==> src/design/sbfwc_pkg.sv <==
// constants shared by the sample buffer flush and watermark control files
// assumes an 8-bit register port and an external sample store behind the fifo
package sbfwc_pkg;
   // register map
   localparam logic [7:0] REG_ADDR_CFG2 = 8'h27;
   localparam logic [7:0] REG_RESET_CFG2 = 8'h00;
   localparam int FLUSH_BIT = 7;
   localparam int KEEP_BIT = 6;
   localparam int WMRK_LSB = 0;
   localparam int WMRK_W = 6;
   // buffer mode field of queue_setup_one, supplied from outside
   localparam logic [1:0] MODE_OFF = 2'h0;
   localparam logic [1:0] MODE_STREAM = 2'h1;
   localparam logic [1:0] MODE_STOP = 2'h2;
   localparam logic [1:0] MODE_TRIG = 2'h3;
   // storage sizing
   localparam int CNT_W = 6;
   localparam logic [5:0] CAPACITY = 6'h20;
   localparam int SAMPLE_W = 36;
   localparam int FIFO_DEPTH = 8;
endpackage

==> src/design/sbfwc_fifo.sv <==
// small synchronous fifo with valid/ready on both sides and a flush
// assumes one clock and a synchronous active-high reset
`timescale 1ns/1ps
module sbfwc_fifo #(
   parameter int W = 36,
   parameter int DEPTH = 8
) (
   input wire logic clk_in,
   input wire logic reset_in,
   input wire logic flush_in,
   input wire logic in_valid_in,
   output logic in_ready_out,
   input wire logic [W-1:0] in_data_in,
   output logic out_valid_out,
   input wire logic out_ready_in,
   output logic [W-1:0] out_data_out
);
   localparam int AW = $clog2(DEPTH);
   typedef struct packed {
      logic [DEPTH-1:0][W-1:0] mem;
      logic [AW:0] wp;
      logic [AW:0] rp;
   } sbfwc_fifo_s;
   sbfwc_fifo_s s_q;
   sbfwc_fifo_s s_d;
   logic full;
   logic empty;
   logic push;
   logic pop;

   assign empty = (s_q.wp == s_q.rp);
   assign full = (s_q.wp[AW-1:0] == s_q.rp[AW-1:0]) && (s_q.wp[AW] != s_q.rp[AW]);
   assign in_ready_out = !full;
   assign out_valid_out = !empty;
   assign out_data_out = s_q.mem[s_q.rp[AW-1:0]];
   assign push = in_valid_in && !full;
   assign pop = out_ready_in && !empty;

   always_comb begin
      s_d = s_q;
      if (flush_in) begin
         s_d.wp = '0;
         s_d.rp = '0;
      end else begin
         if (push) begin
            s_d.mem[s_q.wp[AW-1:0]] = in_data_in;
            s_d.wp = s_q.wp + 1'b1;
         end
         if (pop) begin
            s_d.rp = s_q.rp + 1'b1;
         end
      end
   end

   always_ff @(posedge clk_in) begin
      if (reset_in) begin
         s_q <= '0;
      end else begin
         s_q <= s_d;
      end
   end
endmodule

==> src/design/sbfwc_ctrl.sv <==
// sample buffer flush, keep-awake and watermark control
// assumes the serial interface turns host accesses into one-cycle strobes
// and an external store takes samples over store_valid/store_ready
//
// Notes on behaviour
// - purge discards samples, clears flags and count
// - purge also clears power state gate fields
// - purge bit self-clears, always reads zero
// - keep-awake zero ignores buffer flags
// - keep-awake one lets flags hold wake
// - flags still set at timeout mean sleep
// - clearing flags restarts idle timer
// - keep-awake only acts in stream or stop
// - watermark flag when count reaches threshold
// - threshold zero never raises watermark flag
// - triggered mode keeps threshold pre-trigger samples
// - disabled mode purges like the purge bit
// - after trigger collect remainder, overflow, stop
`timescale 1ns/1ps
module sbfwc_ctrl (
   input wire logic clk_in,
   input wire logic reset_in,
   input wire logic reg_wr_in,
   input wire logic reg_rd_in,
   input wire logic [7:0] reg_addr_in,
   input wire logic [7:0] reg_wdata_in,
   output logic [7:0] reg_rdata_out,
   input wire logic [1:0] buf_mode_in,
   input wire logic trigger_in,
   input wire logic sample_valid_in,
   output logic sample_ready_out,
   input wire logic [sbfwc_pkg::SAMPLE_W-1:0] sample_data_in,
   output logic store_valid_out,
   input wire logic store_ready_in,
   output logic [sbfwc_pkg::SAMPLE_W-1:0] store_data_out,
   output logic store_drop_oldest_out,
   output logic store_purge_out,
   input wire logic host_read_in,
   input wire logic idle_timer_expired_in,
   output logic idle_timer_restart_out,
   output logic sleep_request_out,
   output logic queue_keeps_awake_out,
   output logic gate_clear_out,
   output logic queue_overflow_flag_out,
   output logic watermark_flag_out,
   output logic [sbfwc_pkg::CNT_W-1:0] sample_count_out
);
   typedef struct packed {
      logic [1:0] trig_sync;
      logic keep;
      logic [5:0] wmrk;
      logic flush;
      logic [5:0] count;
      logic ovf;
      logic wm;
      logic trig_seen;
      logic [5:0] post;
      logic restart;
      logic gate_clr;
      logic [7:0] rdata;
   } sbfwc_ctrl_s;
   sbfwc_ctrl_s s_q;
   sbfwc_ctrl_s s_d;

   logic wr_hit;
   logic rd_hit;
   logic mode_off;
   logic mode_trig;
   logic purge;
   logic halted;
   logic accept;
   logic overwrite;
   logic stop_full;
   logic pre_block;
   logic trig_done;
   logic emptied;
   logic read_ok;
   logic fifo_valid;
   logic [5:0] post_goal;

   ////////////////////////////////////////////////////////////////////////////////////
   // staging fifo between sensor and sample store
   sbfwc_fifo #(
      .W(sbfwc_pkg::SAMPLE_W),
      .DEPTH(sbfwc_pkg::FIFO_DEPTH)
   ) sbfwc_fifo_inst (
      .clk_in(clk_in),
      .reset_in(reset_in),
      .flush_in(purge),
      .in_valid_in(sample_valid_in),
      .in_ready_out(sample_ready_out),
      .in_data_in(sample_data_in),
      .out_valid_out(fifo_valid),
      .out_ready_in(store_ready_in && !halted),
      .out_data_out(store_data_out)
   );

   ////////////////////////////////////////////////////////////////////////////////////
   // decode and buffer conditions
   assign wr_hit = reg_wr_in && (reg_addr_in == sbfwc_pkg::REG_ADDR_CFG2);
   assign rd_hit = reg_rd_in && (reg_addr_in == sbfwc_pkg::REG_ADDR_CFG2);
   assign mode_off = (buf_mode_in == sbfwc_pkg::MODE_OFF);
   assign mode_trig = (buf_mode_in == sbfwc_pkg::MODE_TRIG);
   assign purge = s_q.flush || mode_off;
   assign post_goal = sbfwc_pkg::CAPACITY - s_q.wmrk;
   assign stop_full = (buf_mode_in == sbfwc_pkg::MODE_STOP) && (s_q.count == sbfwc_pkg::CAPACITY);
   // zero pre-trigger samples allowed: hold samples back until the trigger
   assign pre_block = mode_trig && !s_q.trig_seen && (s_q.wmrk == 6'h00);
   assign trig_done = mode_trig && s_q.trig_seen && (s_q.post >= post_goal);
   assign halted = purge || stop_full || pre_block || trig_done;
   assign store_valid_out = fifo_valid && !halted;
   assign accept = store_valid_out && store_ready_in;
   // stream wraps when full; triggered mode keeps only the newest pre-trigger samples
   assign overwrite = ((buf_mode_in == sbfwc_pkg::MODE_STREAM)
      && (s_q.count == sbfwc_pkg::CAPACITY))
      || (mode_trig && !s_q.trig_seen && (s_q.count >= s_q.wmrk));
   assign store_drop_oldest_out = accept && overwrite;
   assign store_purge_out = purge;
   assign read_ok = host_read_in && (s_q.count != 6'h00) && !purge;
   assign emptied = read_ok && (s_q.count == 6'h01);

   ////////////////////////////////////////////////////////////////////////////////////
   // wake/sleep interaction
   assign queue_keeps_awake_out = s_q.keep && (s_q.wm || s_q.ovf)
      && ((buf_mode_in == sbfwc_pkg::MODE_STREAM)
      || (buf_mode_in == sbfwc_pkg::MODE_STOP));
   assign sleep_request_out = queue_keeps_awake_out && idle_timer_expired_in;
   assign idle_timer_restart_out = s_q.restart;
   assign gate_clear_out = s_q.gate_clr;
   assign queue_overflow_flag_out = s_q.ovf;
   assign watermark_flag_out = s_q.wm;
   assign sample_count_out = s_q.count;
   assign reg_rdata_out = s_q.rdata;

   always_comb begin
      s_d = s_q;
      s_d.trig_sync = {s_q.trig_sync[0], trigger_in};
      s_d.flush = wr_hit && reg_wdata_in[sbfwc_pkg::FLUSH_BIT];
      if (wr_hit) begin
         s_d.keep = reg_wdata_in[sbfwc_pkg::KEEP_BIT];
         s_d.wmrk = reg_wdata_in[sbfwc_pkg::WMRK_LSB +: sbfwc_pkg::WMRK_W];
      end
      // flush bit is held for one cycle only and never read back, so it reads as zero
      s_d.rdata = rd_hit ? {1'b0, s_q.keep, s_q.wmrk} : 8'h00;
      if (purge) begin
         s_d.count = 6'h00;
         s_d.ovf = 1'b0;
         s_d.trig_seen = 1'b0;
         s_d.post = 6'h00;
      end else begin
         if (accept && !overwrite && !read_ok) begin
            s_d.count = s_q.count + 6'h01;
         end else if (read_ok && !(accept && !overwrite)) begin
            s_d.count = s_q.count - 6'h01;
         end
         if (emptied) begin
            s_d.trig_seen = 1'b0;
            s_d.post = 6'h00;
         end else if (mode_trig && !s_q.trig_seen && s_q.trig_sync[1]) begin
            s_d.trig_seen = 1'b1;
         end else if (s_q.trig_seen && accept) begin
            s_d.post = s_q.post + 6'h01;
         end
         // a set in the same cycle as a host read wins over the clear
         if ((accept && overwrite && !mode_trig) || (stop_full && fifo_valid)
               || (s_q.trig_seen && accept && (s_q.post + 6'h01 >= post_goal))) begin
            s_d.ovf = 1'b1;
         end else if (read_ok) begin
            s_d.ovf = 1'b0;
         end
      end
      s_d.wm = (s_d.wmrk != 6'h00) && (s_d.count >= s_d.wmrk);
      s_d.restart = (s_q.wm || s_q.ovf) && (purge || read_ok) && !(s_d.wm || s_d.ovf);
      s_d.gate_clr = purge || emptied;
   end

   always_ff @(posedge clk_in) begin
      if (reset_in) begin
         s_q <= '0;
         s_q.keep <= sbfwc_pkg::REG_RESET_CFG2[sbfwc_pkg::KEEP_BIT];
         s_q.wmrk <= sbfwc_pkg::REG_RESET_CFG2[sbfwc_pkg::WMRK_LSB +: sbfwc_pkg::WMRK_W];
      end else begin
         s_q <= s_d;
      end
   end
endmodule

==> config.mk <==
export PLATFORM = sky130hd
export DESIGN_NAME = sbfwc_ctrl
export DESIGN_NICKNAME = d
export VERILOG_FILES = /design/src/design/sbfwc_pkg.sv /design/src/design/sbfwc_fifo.sv /design/src/design/sbfwc_ctrl.sv
export SDC_FILE = /design/constraint.sdc
export NUM_CORES = 1
export LEC_CHECK = 0
export BUFFER_PORTS_ARGS = -buffer_cell sky130_fd_sc_hd__buf_2
export CORE_MARGIN = 3
export CORE_UTILIZATION = 50
export CTS_CLUSTER_DIAMETER = 60
export CTS_CLUSTER_SIZE = 30
export DETAILED_ROUTE_END_ITERATION = 10
export GPL_TIMING_DRIVEN = 1
export PLACE_DENSITY = 0.68
export REMOVE_ABC_BUFFERS = 1
export SLEW_MARGIN = 15
export SYNTH_ARGS = -nofsm -noshare
export SYNTH_HDL_FRONTEND = slang
export SYNTH_SLANG_ARGS = --single-unit
==> constraint.sdc <==
create_clock -name clk_in -period 11.7 [get_ports clk_in]
set_input_delay 2.34 -clock clk_in [delete_from_list [all_inputs] [get_ports clk_in]]
set_output_delay 2.34 -clock clk_in [all_outputs]
set_load 0.1 [all_outputs]
# After elaboration in Yosys (flattened, before gate mapping)
# Index checks and enable logic that the tools add are counted.
# word_totals
ff_bits,331
elab_cells,125
inputBits,63
# classes
n_lt_le_gt_ge,7
eq_ne,9
n_addsub,6
n_bitwise,3
mux,11
reduce_logical,66
# op_table
cell,n
$bwmux 288,1
$bmux 36 s3,1
$demux 36 s3,1
$mux 36,2
$logic_and 1x1->1,35
$ge 6x6->1,4
$mux 6,3
$add 6x1->6 const B,2
$logic_or 1x1->1,12
$reduce_bool 6->1,2
$logic_not 1->1,10
$add 4x1->4 const B,2
$eq 8x6->1 const B,1
$lt 3x4->1 const B,2
$mux 7,1
$eq 6x1->1 const B,1
$eq 6x6->1 const B,1
$logic_not 6->1,1
$sub 6x1->6 const B,1
$sub 6x6->6 const A,1
$eq 2x2->1 const B,2
$eq 4x4->1,1
$reduce_and 2->1,2
$reduce_or 2->1,2
other kinds (8),11

# Depth between registers and ports, before layout
# Gate-level depths: netlist of run 1.
# depth
depth_word,19
ltp_mapped,20
ltp_nobuf,19

# Hierarchy
# Synthesis of run 1 repeated with hierarchy kept, for this count alone.
# hier_totals
cells_unflattened,1562
area_unflattened_um2,16578.4
# modules_own_cells
module,area_each_um2,cells_per_inst,seq_area_each_um2,instances
sbfwc_fifo,14181.1,1280,5925.7,1
sbfwc_ctrl,2397.3,282,680.7,1

# Worst setup path before layout of run 1
# No wires, ideal clock.
# synth_timing
path_type,input to output
startpoint,input port buf_mode_in[0]
endpoint,output port store_drop_oldest_out
stages,6
slack_ns,4.027
arrival_ns,5.333
cell_sequence,inv_1 -> ha_1 -> nor2_2 -> and4b_4 -> nand2_2 -> nor3_1
# synth_via
elab_chain_cells,9
# synth_rtl
item,line,text
from (decl),sbfwc_ctrl.sv:28,"input wire logic [1:0] buf_mode_in,"
$eq 2x2->1 (tied with other cells),sbfwc_ctrl.sv:106,assign stop_full = (buf_mode_in == sbfwc_pkg::MODE_STOP) && (s_q.count == sbfwc_pkg::CAPACITY);
$logic_and 1x1->1 (tied with other cells),sbfwc_ctrl.sv:106,
$logic_or 1x1->1 / $logic_and 1x1->1 (equally long branches),"sbfwc_ctrl.sv:110, sbfwc_ctrl.sv:108",
$logic_or 1x1->1 (2 in series),sbfwc_ctrl.sv:110,assign halted = purge || stop_full || pre_block || trig_done;
$logic_not 1->1,sbfwc_ctrl.sv:111,assign store_valid_out = fifo_valid && !halted;
$logic_and 1x1->1,sbfwc_ctrl.sv:111,
$logic_and 1x1->1,sbfwc_ctrl.sv:112,assign accept = store_valid_out && store_ready_in;
$logic_and 1x1->1 *,sbfwc_ctrl.sv:117,assign store_drop_oldest_out = accept && overwrite;
to (decl),sbfwc_ctrl.sv:36,"output logic store_drop_oldest_out,"
# Mark *: on every way between the ends. The rest lies on a longest branch, timed or not.

# Worst setup path after layout of run 1
# Ends and elaborated chain as after synthesis.

==> flow_summary.yaml, run 1 <==
status:
  status: "finished, final reports clean"
finish:
  post-route-util_pct: 55.7
  final_cells: 2171
  nFillCells: 2673
  drive_above_1_share_pct: 18.4
  synthToLayoutAreaGrowth_pct: 9.59
  final_nets: 1854
global_routing:
  grt-ovfl-total: 0
  grt_max_degree: 100
  grt_util_all_layers_pct: 24.3
  use_met2_pct: 40.3
  use_met1_pct: 33.8
  antenna_found_initial: 5
  grt_pass1_wl_um: 65000
  busiest_layer: "met2"
  gr-usage-met3_pct: 3.84
  grt_pass1_vias: 11959
sta:
  setup_ws_ns: 5.10
  hold_viol: 0
  rsz0062_at_grt: "no"
  setup_violations: 0
  post-route-period-util_pct: 56.4
  max_slew_margin_pct: 20.7
  tns_ns: 0
  worstMarginPinSlew_ns: 1.19
  drv_slew: 0
  max_freq_mhz: 152
  period_needed_ns: 6.60
  fin_skew_ns: 0.0181
logic_synthesis:
  ys_warn_count: 0
  synthTopCellsByArea: "dfxtp_1 (44%), nand2_1 (15%), mux4_2 (11%)"
  ys_types: 72
  yosysMostFrequentCell: "nand2_1"
  synth_area_per_cell_um2: 8.60
  syn-cell-area_um2: 15100
  synth_seq_cells: 330
  synthDominantCellAreaShare_pct: 43.7
  post-synth-top-area-cell: "dfxtp_1"
  async_flop_share_pct: 0
  yosys-top-cells-count: "nand2_1 (598), dfxtp_1 (330), a21oi_1 (297)"
  synthCells: 1758
  ys_seq_area_share_pct: 43.7
  synth_edf_count: 0
  ys.flop_type: "dfxtp_1"
die:
  std_cell_rows: 63
  chipWidth_um: 180
  core-area_um2: 29700
  start_util_pct: 50.9
  io-pin-count: 123
  die_y_um: 180
  fp.dieArea_um2: 32300
clock_tree:
  post_cts_buffers: 0
  clk_latency_ns: 0.56
  cts_hold_buf: 0
  path_clk_slew_ns: 0.08
  cts_buffers: 27
  cts_tree: "built"
  root_buffer: "clkbuf_16"
  htreeDepth: 1
  cts.sinks: 330
  cts_buffer_depth: 3
  cts_resized: 0
place:
  pre_cts_slack_ns: 5.11
  place_congestion: 0.898
  io_buffers: 121
  dpl.cell_count: 2122
  place_hpwl_um: 23400
job:
  maxCapViolations: 0
route:
  wl_per_cell_um: 18.7
  num_vias: 12399
  wirelength_um: 40500
  drtPass1Iterations: 6
  ant_nets: 0
  drc: 0
  drt_iter0_markers: 1194
  routed_via_density: 5.71
power_and_ir_drop:
  power_density_nw_per_um2: 155
  p_leak_nw: 5.78
  peakVddDrop_uv: 129
setup_path:
  cp-end-kind: "primary output"
  critPathLaunchType: "primary input"
  cp.arrival_ns: 4.26
  crit_required_ns: 9.36
  critical_path_class: "primary input to primary output"
  cp_max_fo: 10
min_path:
  holdCritPathClass: "flop to flop"
-- per-stage QoR --
step / total power [mW] / cell area, µm² / hold WS (ns)
global route: 2.68 / 16600 / 0.470
global placement: 1.65 / 15600 / 0.438
CTS: 2.59 / 16600 / 0.454
floorplan: 1.53 / 14300 / 0.414
finish: 2.57 / 16600 / 0.453
detailed placement: 1.66 / 15600 / 0.443
-- final cells by class --
class	count	area (µm²)	share of cell area, %
Tap cell	390	488	2.95
Inverter	15	56.3	0.340
Sequential cell	330	6620	39.9
Multi-Input combinational cell	1245	7710	46.5
Clock inverter	19	215	1.30
Timing Repair Buffer	142	773	4.67
Antenna cell	1	2.50	0.0151
Clock buffer	29	703	4.25
-- routing by layer --
metal / wire, µm / up-vias
li1: - / 5919
met1: 17600 / 6007
met2: 19400 / 394
met3: 2730 / 71
met4: 771 / 8
met5: 45 / -
-- final timing paths --
| kind | from | cells after the start | end | slack (ns) |
|---|---|---|---|---|
| setup / recovery | buf_mode_in[0] | 8 | store_drop_oldest_out | 5.10 |
| hold / removal | sbfwc_fifo_inst.s_q[150] | 2 | sbfwc_fifo_inst.s_q[150] | 0.45 |
| setup reg to reg | sbfwc_fifo_inst.s_q[0] | 15 | idle_timer_restart_out | 6.84 |
| hold reg to reg | sbfwc_fifo_inst.s_q[150] | 2 | sbfwc_fifo_inst.s_q[150] | 0.45 |
-- cells by family (layout without fill, tap and decap cells) --
kind of cell,after synthesis,count (layout),synth area share [%]
simple gates,728,728,20.4
compound gates,336,336,11.8
flops,330,330,43.7
buf+inv,183,205,5.56
mux,125,125,14.5
fa+ha+maj,31,31,2.56
xor+xnor,24,24,1.39
other cells,1,2,0.0248
-- registers in the layout (all words and copies together) (netlist names), 6 cells and up --
name,flops
reg_rdata_out,7
s_q,16
sample_count_out,6
sbfwc_fifo_inst.s_q,296
-- worst max-delay path, stage by stage --
cell and delay (ns):
buf_2 0.12, inv_1 0.06, ha_1 0.22, nor2_2 0.36, and4b_4 0.31, nand2_2 0.15
nor3_1 0.22, buf_2 0.47
-- layout by cell type, fill, tap and decap left out, types with 3 or more instances in the layout --
cell / n
o21ai_1: 6
or2_2: 4
xor2_1: 11
nand4_1: 8
clkinv_8: 4
buf_4: 21
nand3_1: 6
mux4_2: 72
nor2_1: 34
nand2b_1: 3
nor3_1: 7
mux2_2: 36
inv_6: 5
nor2b_1: 8
nand2_1: 598
dfxtp_1: 327
xnor2_1: 13
and2_1: 14
ha_1: 30
clkbuf_16: 27
mux2i_1: 16
clkinvlp_4: 3
a21oi_1: 297
o21a_1: 3
inv_8: 3
nor3b_1: 4
nor3_4: 3
nor3b_4: 4
o21ai_0: 4
or3_1: 7
buf_2: 120
inv_1: 15
-- power by group --
part           internal (mW)  total, mW  leakage [nW]  switching [mW]
sequential              1.15       1.18          2.67          0.0366
combinational          0.138      0.453          2.67           0.314
clock                  0.464      0.939         0.439           0.475
(Power assumes the default switching activity.)
==> run 2, diff against run 1 <==
- PLACE_DENSITY: 0.68 -> 0.71
- clock period: 11.7 -> 5.97 ns (I/O delays scaled with it)
==> run 2 against run 1 <==
Compared with the run above: register-to-register slack got worse by 5.1 ns; largest cell class unchanged; clock-buffer cell count did not move; combinational power rose by 96%; worst hold slack got worse by 0.013 ns; core utilization rose by 0.18 points; setup slack got worse by 3.9 ns; global-route usage fell by 0.82 points; cell area rose by 0.32%; non-clock buffer count fell by 3; final cell count barely moved; clock power rose by 110%; critical path type is now flop to primary output.
==> flow_summary.yaml, run 2 (synthesized netlist as in run 1, its figures left out) <==
status:
  status: "finished, final reports clean"
route:
  drtPass1Iterations: 5
  met1Wirelength_um: 17100
  drc: 0
  wl_per_cell_um: 18.3
  dr_wl_met2_um: 19100
  routed_via_density: 5.69
  num_vias: 12357
  ant_nets: 0
  drt_iter0_markers: 1016
  met3_length_um: 2570
  highest_layer: "met5"
  wirelength_um: 39700
power_and_ir_drop:
  p_comb_share_pct: 17.3
  switching_share_pct: 31.7
  power_density_nw_per_um2: 309
  p_leak_nw: 5.81
  p_sw_mw: 1.63
  peakVddDrop_uv: 245
  p_seq_share_pct: 45.0
  p_int_mw: 3.51
  power.total_mw: 5.14
  clockPowerShare_pct: 37.8
die:
  fp.dieArea_um2: 32300
  std_cell_rows: 63
  start_util_pct: 50.9
  chipWidth_um: 180
  io-pin-count: 123
  core-area_um2: 29700
  die_y_um: 180
sta:
  worstMarginPinSlew_ns: 1.16
  max_freq_mhz: 212
  setup_violations: 0
  period_needed_ns: 4.73
  hold_viol: 0
  setup_ws_ns: 1.24
  post-route-period-util_pct: 79.1
  fin_skew_ns: 0.0365
  rsz0062_at_grt: "no"
  drv_slew: 0
  max_slew_margin_pct: 22.3
setup_path:
  cp-end-kind: "primary output"
  rr_worst_depth: 18
  crit_path_frequent_cell: "ha_1"
  cp.arrival_ns: 3.53
  slowest_stage: "dfxtp_1"
  critPathLaunchType: "flop"
  crit_chain: "inv_1, ha_1, xor2_1, ha_1, a21oi_1, o21ai_0, maj3_2, a22o_1, nor3_1, buf_2"
  cp_top_family: "adder cells"
  rr_startpoint: "s_q[26]"
  crit_required_ns: 4.78
  cpPeakStageDelay_ns: 0.49
  cp-startpoint: "s_q[26]"
  rr_endpoint: "idle_timer_restart_out"
  rrSetupSlack_ns: 1.73
  cp.buffers_inverters: 2
  cp_max_fo: 9
  critical_path_class: "flop to primary output"
job:
  maxCapViolations: 0
clock_tree:
  cts_buffer_depth: 3
  path_clk_slew_ns: 0.07
  root_buffer: "clkbuf_16"
  post_cts_buffers: 0
  cts_hold_buf: 0
  htreeDepth: 1
  cts_buffers: 27
  cts_tree: "built"
  cts.sinks: 330
  clk_latency_ns: 0.57
  cts_resized: 0
place:
  place_congestion: 0.812
  io_buffers: 121
  place_hpwl_um: 23200
  pre_cts_slack_ns: 1.58
  dpl.cell_count: 2119
min_path:
  whs_path_depth: 1
  min-delay-start: "s_d[34]"
  holdCritPathClass: "flop to flop"
  worstHoldEndpoint: "s_q[34]"
finish:
  mostFrequentLayoutCells: "nand2_1 (598), dfxtp_1 (327), a21oi_1 (297), buf_2 (120), mux4_2 (72)"
  final_nets: 1851
  post-route-util_pct: 55.9
  drive_above_1_share_pct: 18.3
  final_cells: 2172
  synthToLayoutAreaGrowth_pct: 9.94
  largest_reg_flops: 296
  regMostFlops: "sbfwc_fifo_inst.s_q"
  final_common_cell: "nand2_1"
global_routing:
  grt_util_all_layers_pct: 23.5
  grt_pass1_vias: 11898
  grt-ovfl-total: 0
  antenna_found_initial: 5
  grt_max_degree: 214
  grt_pass1_wl_um: 63100
==> run 2: layout make-up <==
cell class,instances,area [µm²]
Inverter,15,56.3
Clock inverter,21,285
Antenna cell,3,7.51
Sequential cell,330,6620
Timing Repair Buffer,139,762
Fill cell,2676,13100
Tap cell,390,488
Clock buffer,29,693
Multi-Input combinational cell,1245,7710
==> run 2: routing by layer <==
metal	global-route usage [%]	vias up
met1	31.8	5955
li1	-	5913
met3	3.38	66
met2	39.6	419
met4	6.78	4
met5	0	-
==> run 2: power by group through the flow <==
stage	Combinational (mW)	Clock (mW)	Sequential [mW]
after floorplan	0.532	0	2.47
after global placement	0.862	0	2.36
after detailed placement	0.880	0	2.36
after CTS	0.884	1.97	2.31
after global routing	0.959	2.06	2.32
final	0.889	1.94	2.31
==> run 2: metrics by stage <==
stage | hold WS [ns] | cell area [µm²] | setup TNS (ns)
after CTS | 0.446 | 16600 | 0
after floorplan | 0.414 | 14300 | -1.18
final | 0.440 | 16600 | 0
after detailed placement | 0.430 | 15600 | 0
after global placement | 0.420 | 15600 | 0
after global routing | 0.456 | 16600 | 0
==> run 2: worst max path at each step <==
stage                        endpoint  slack, ns  cells after the start
3_5_place_dp   idle_timer_restart_out       1.58                     16
5_1_grt         store_drop_oldest_out       1.10                     10
2_1_floorplan   store_drop_oldest_out      -1.15                      5
6_report        store_drop_oldest_out       1.24                     10
4_1_cts         store_drop_oldest_out       1.23                     10
3_3_place_gp    store_drop_oldest_out       1.64                      8
==> run 3, diff against run 2 <==
- PLACE_DENSITY: 0.71 -> 0.68
- clock period: 5.97 -> 5 ns (I/O delays scaled with it)
==> run 3 against run 2 <==
Compared with the run above: flip-flop and latch count did not move; non-clock buffer count increased by 8; largest cell class unchanged; sequential share of layout area is 0.20 points lower.
==> flow_summary.yaml, run 3 (synthesized netlist as in run 1, its figures left out) <==
power_and_ir_drop:
  clockPowerShare_pct: 37.4
  p_seq_share_pct: 45.0
  p_comb_share_pct: 17.7
  p_int_mw: 4.22
  p_sw_mw: 1.91
  peakVddDrop_uv: 363
  switching_share_pct: 31.2
  power_density_nw_per_um2: 367
  p_leak_nw: 5.84
clock_tree:
  cts_hold_buf: 0
  root_buffer: "clkbuf_16"
  cts_resized: 0
  cts.sinks: 330
  cts_buffer_depth: 3
  clk_latency_ns: 0.55
  post_cts_buffers: 0
  cts_buffers: 26
  path_clk_slew_ns: 0.08
  htreeDepth: 1
  cts_tree: "built"
min_path:
  holdCritPathClass: "flop to flop"
  whs_path_depth: 1
route:
  highest_layer: "met5"
  wl_per_cell_um: 18.7
  routed_via_density: 5.72
  drt_iter0_markers: 1107
  met1Wirelength_um: 17500
  drtPass1Iterations: 5
  num_vias: 12447
  met3_length_um: 2920
  wirelength_um: 40600
  drc: 0
  ant_nets: 0
  dr_wl_met2_um: 19300
sta:
  tns_ns: 0
  worstMarginPinSlew_ns: 0.919
  fin_skew_ns: 0.0162
  period_needed_ns: 4.50
  max_slew_margin_pct: 38.7
  max_freq_mhz: 222
  setup_violations: 0
  drv_slew: 0
  post-route-period-util_pct: 89.9
  hold_viol: 0
  setup_ws_ns: 0.504
  rsz0062_at_grt: "no"
setup_path:
  crit_path_frequent_cell: "ha_1"
  rrSetupSlack_ns: 0.76
  cp-endpoint: "store_drop_oldest_out"
  cp_top_family: "adder cells"
  critPathLaunchType: "flop"
  rr_startpoint: "s_q[26]"
  rr_worst_depth: 18
  rr_endpoint: "idle_timer_restart_out"
  cp.buffers_inverters: 2
  crit_required_ns: 4.00
  crit_chain: "inv_1, ha_1, xor2_1, ha_1, a21oi_1, o21ai_0, maj3_2, a22o_1, nor3_1, buf_2"
  cpPeakStageDelay_ns: 0.51
  cp-end-kind: "primary output"
  critical_path_class: "flop to primary output"
  slowest_stage: "dfxtp_1"
  cp_max_fo: 9
  cp-startpoint: "s_q[26]"
  crit_cells: 10
  cp.arrival_ns: 3.50
global_routing:
  grt_pass1_wl_um: 65300
  grt_pass1_vias: 12153
  antenna_found_initial: 3
  grt_max_degree: 202
  grt_util_all_layers_pct: 24.3
  grt-ovfl-total: 0
die:
  std_cell_rows: 63
  start_util_pct: 50.9
  die_y_um: 180
  io-pin-count: 123
  core-area_um2: 29700
  fp.dieArea_um2: 32300
  chipWidth_um: 180
place:
  placed_area_um2: 15700
  pre_cts_slack_ns: 0.820
  place_congestion: 0.879
  io_buffers: 121
  place_hpwl_um: 24100
  dpl.cell_count: 2127
job:
  maxCapViolations: 0
finish:
  drive_above_1_share_pct: 18.6
  fin_area_um2: 16700
  final_common_cell: "nand2_1"
  final_cells: 2176
  largest_reg_flops: 296
  mostFrequentLayoutCells: "nand2_1 (598), dfxtp_1 (327), a21oi_1 (297), buf_2 (120), mux4_2 (72)"
  regMostFlops: "sbfwc_fifo_inst.s_q"
  synthToLayoutAreaGrowth_pct: 10.5
  final_nets: 1858
status:
  status: "finished, final reports clean"
==> run 3: worst min-delay path by stage <==
stage | endpoint | slack (ns) | from
floorplan | s_q[34] | 0.41 | s_d[34]
global placement | s_q[34] | 0.43 | s_d[34]
detailed placement | s_q[34] | 0.43 | s_d[34]
CTS | s_q[34] | 0.44 | s_d[34]
global route | s_q[34] | 0.45 | s_d[34]
finish | s_q[34] | 0.44 | s_d[34]
==> run 3: per-layer routing <==
metal	up-vias	track usage, %
met3	67	3.66
met5	-	0
li1	5920	-
met1	6000	33.5
met2	456	40.8
met4	4	5.38
==> run 3: through the flow <==
stage          total power, mW  hold slack (ns)  util, %
3_3_place_gp              3.86            0.431     53.0
6_report                  6.13            0.440     56.2
4_1_cts                   6.16            0.443     56.2
2_1_floorplan             3.58            0.414        -
3_5_place_dp              3.89            0.425     53.0
5_1_grt                   6.36            0.452     56.2
==> run 3: final cells by class <==
cell class	count	area [µm²]
fillers	2680	13000
clock buffers	28	689
diodes	1	2.50
repair buffers	147	873
inverters	15	56.3
flip-flops and latches	330	6620
well taps	390	488
clock inverters	20	268
multi-input cells	1245	7710
==> run 3: power groups by stage <==
stage                     combinational (mW)  clock, mW  sequential (mW)
after global routing                    1.16       2.43             2.76
after global placement                  1.05          0             2.81
after CTS                               1.08       2.33             2.75
final                                   1.08       2.29             2.75
after detailed placement                1.07          0             2.81
after floorplan                        0.636          0             2.95
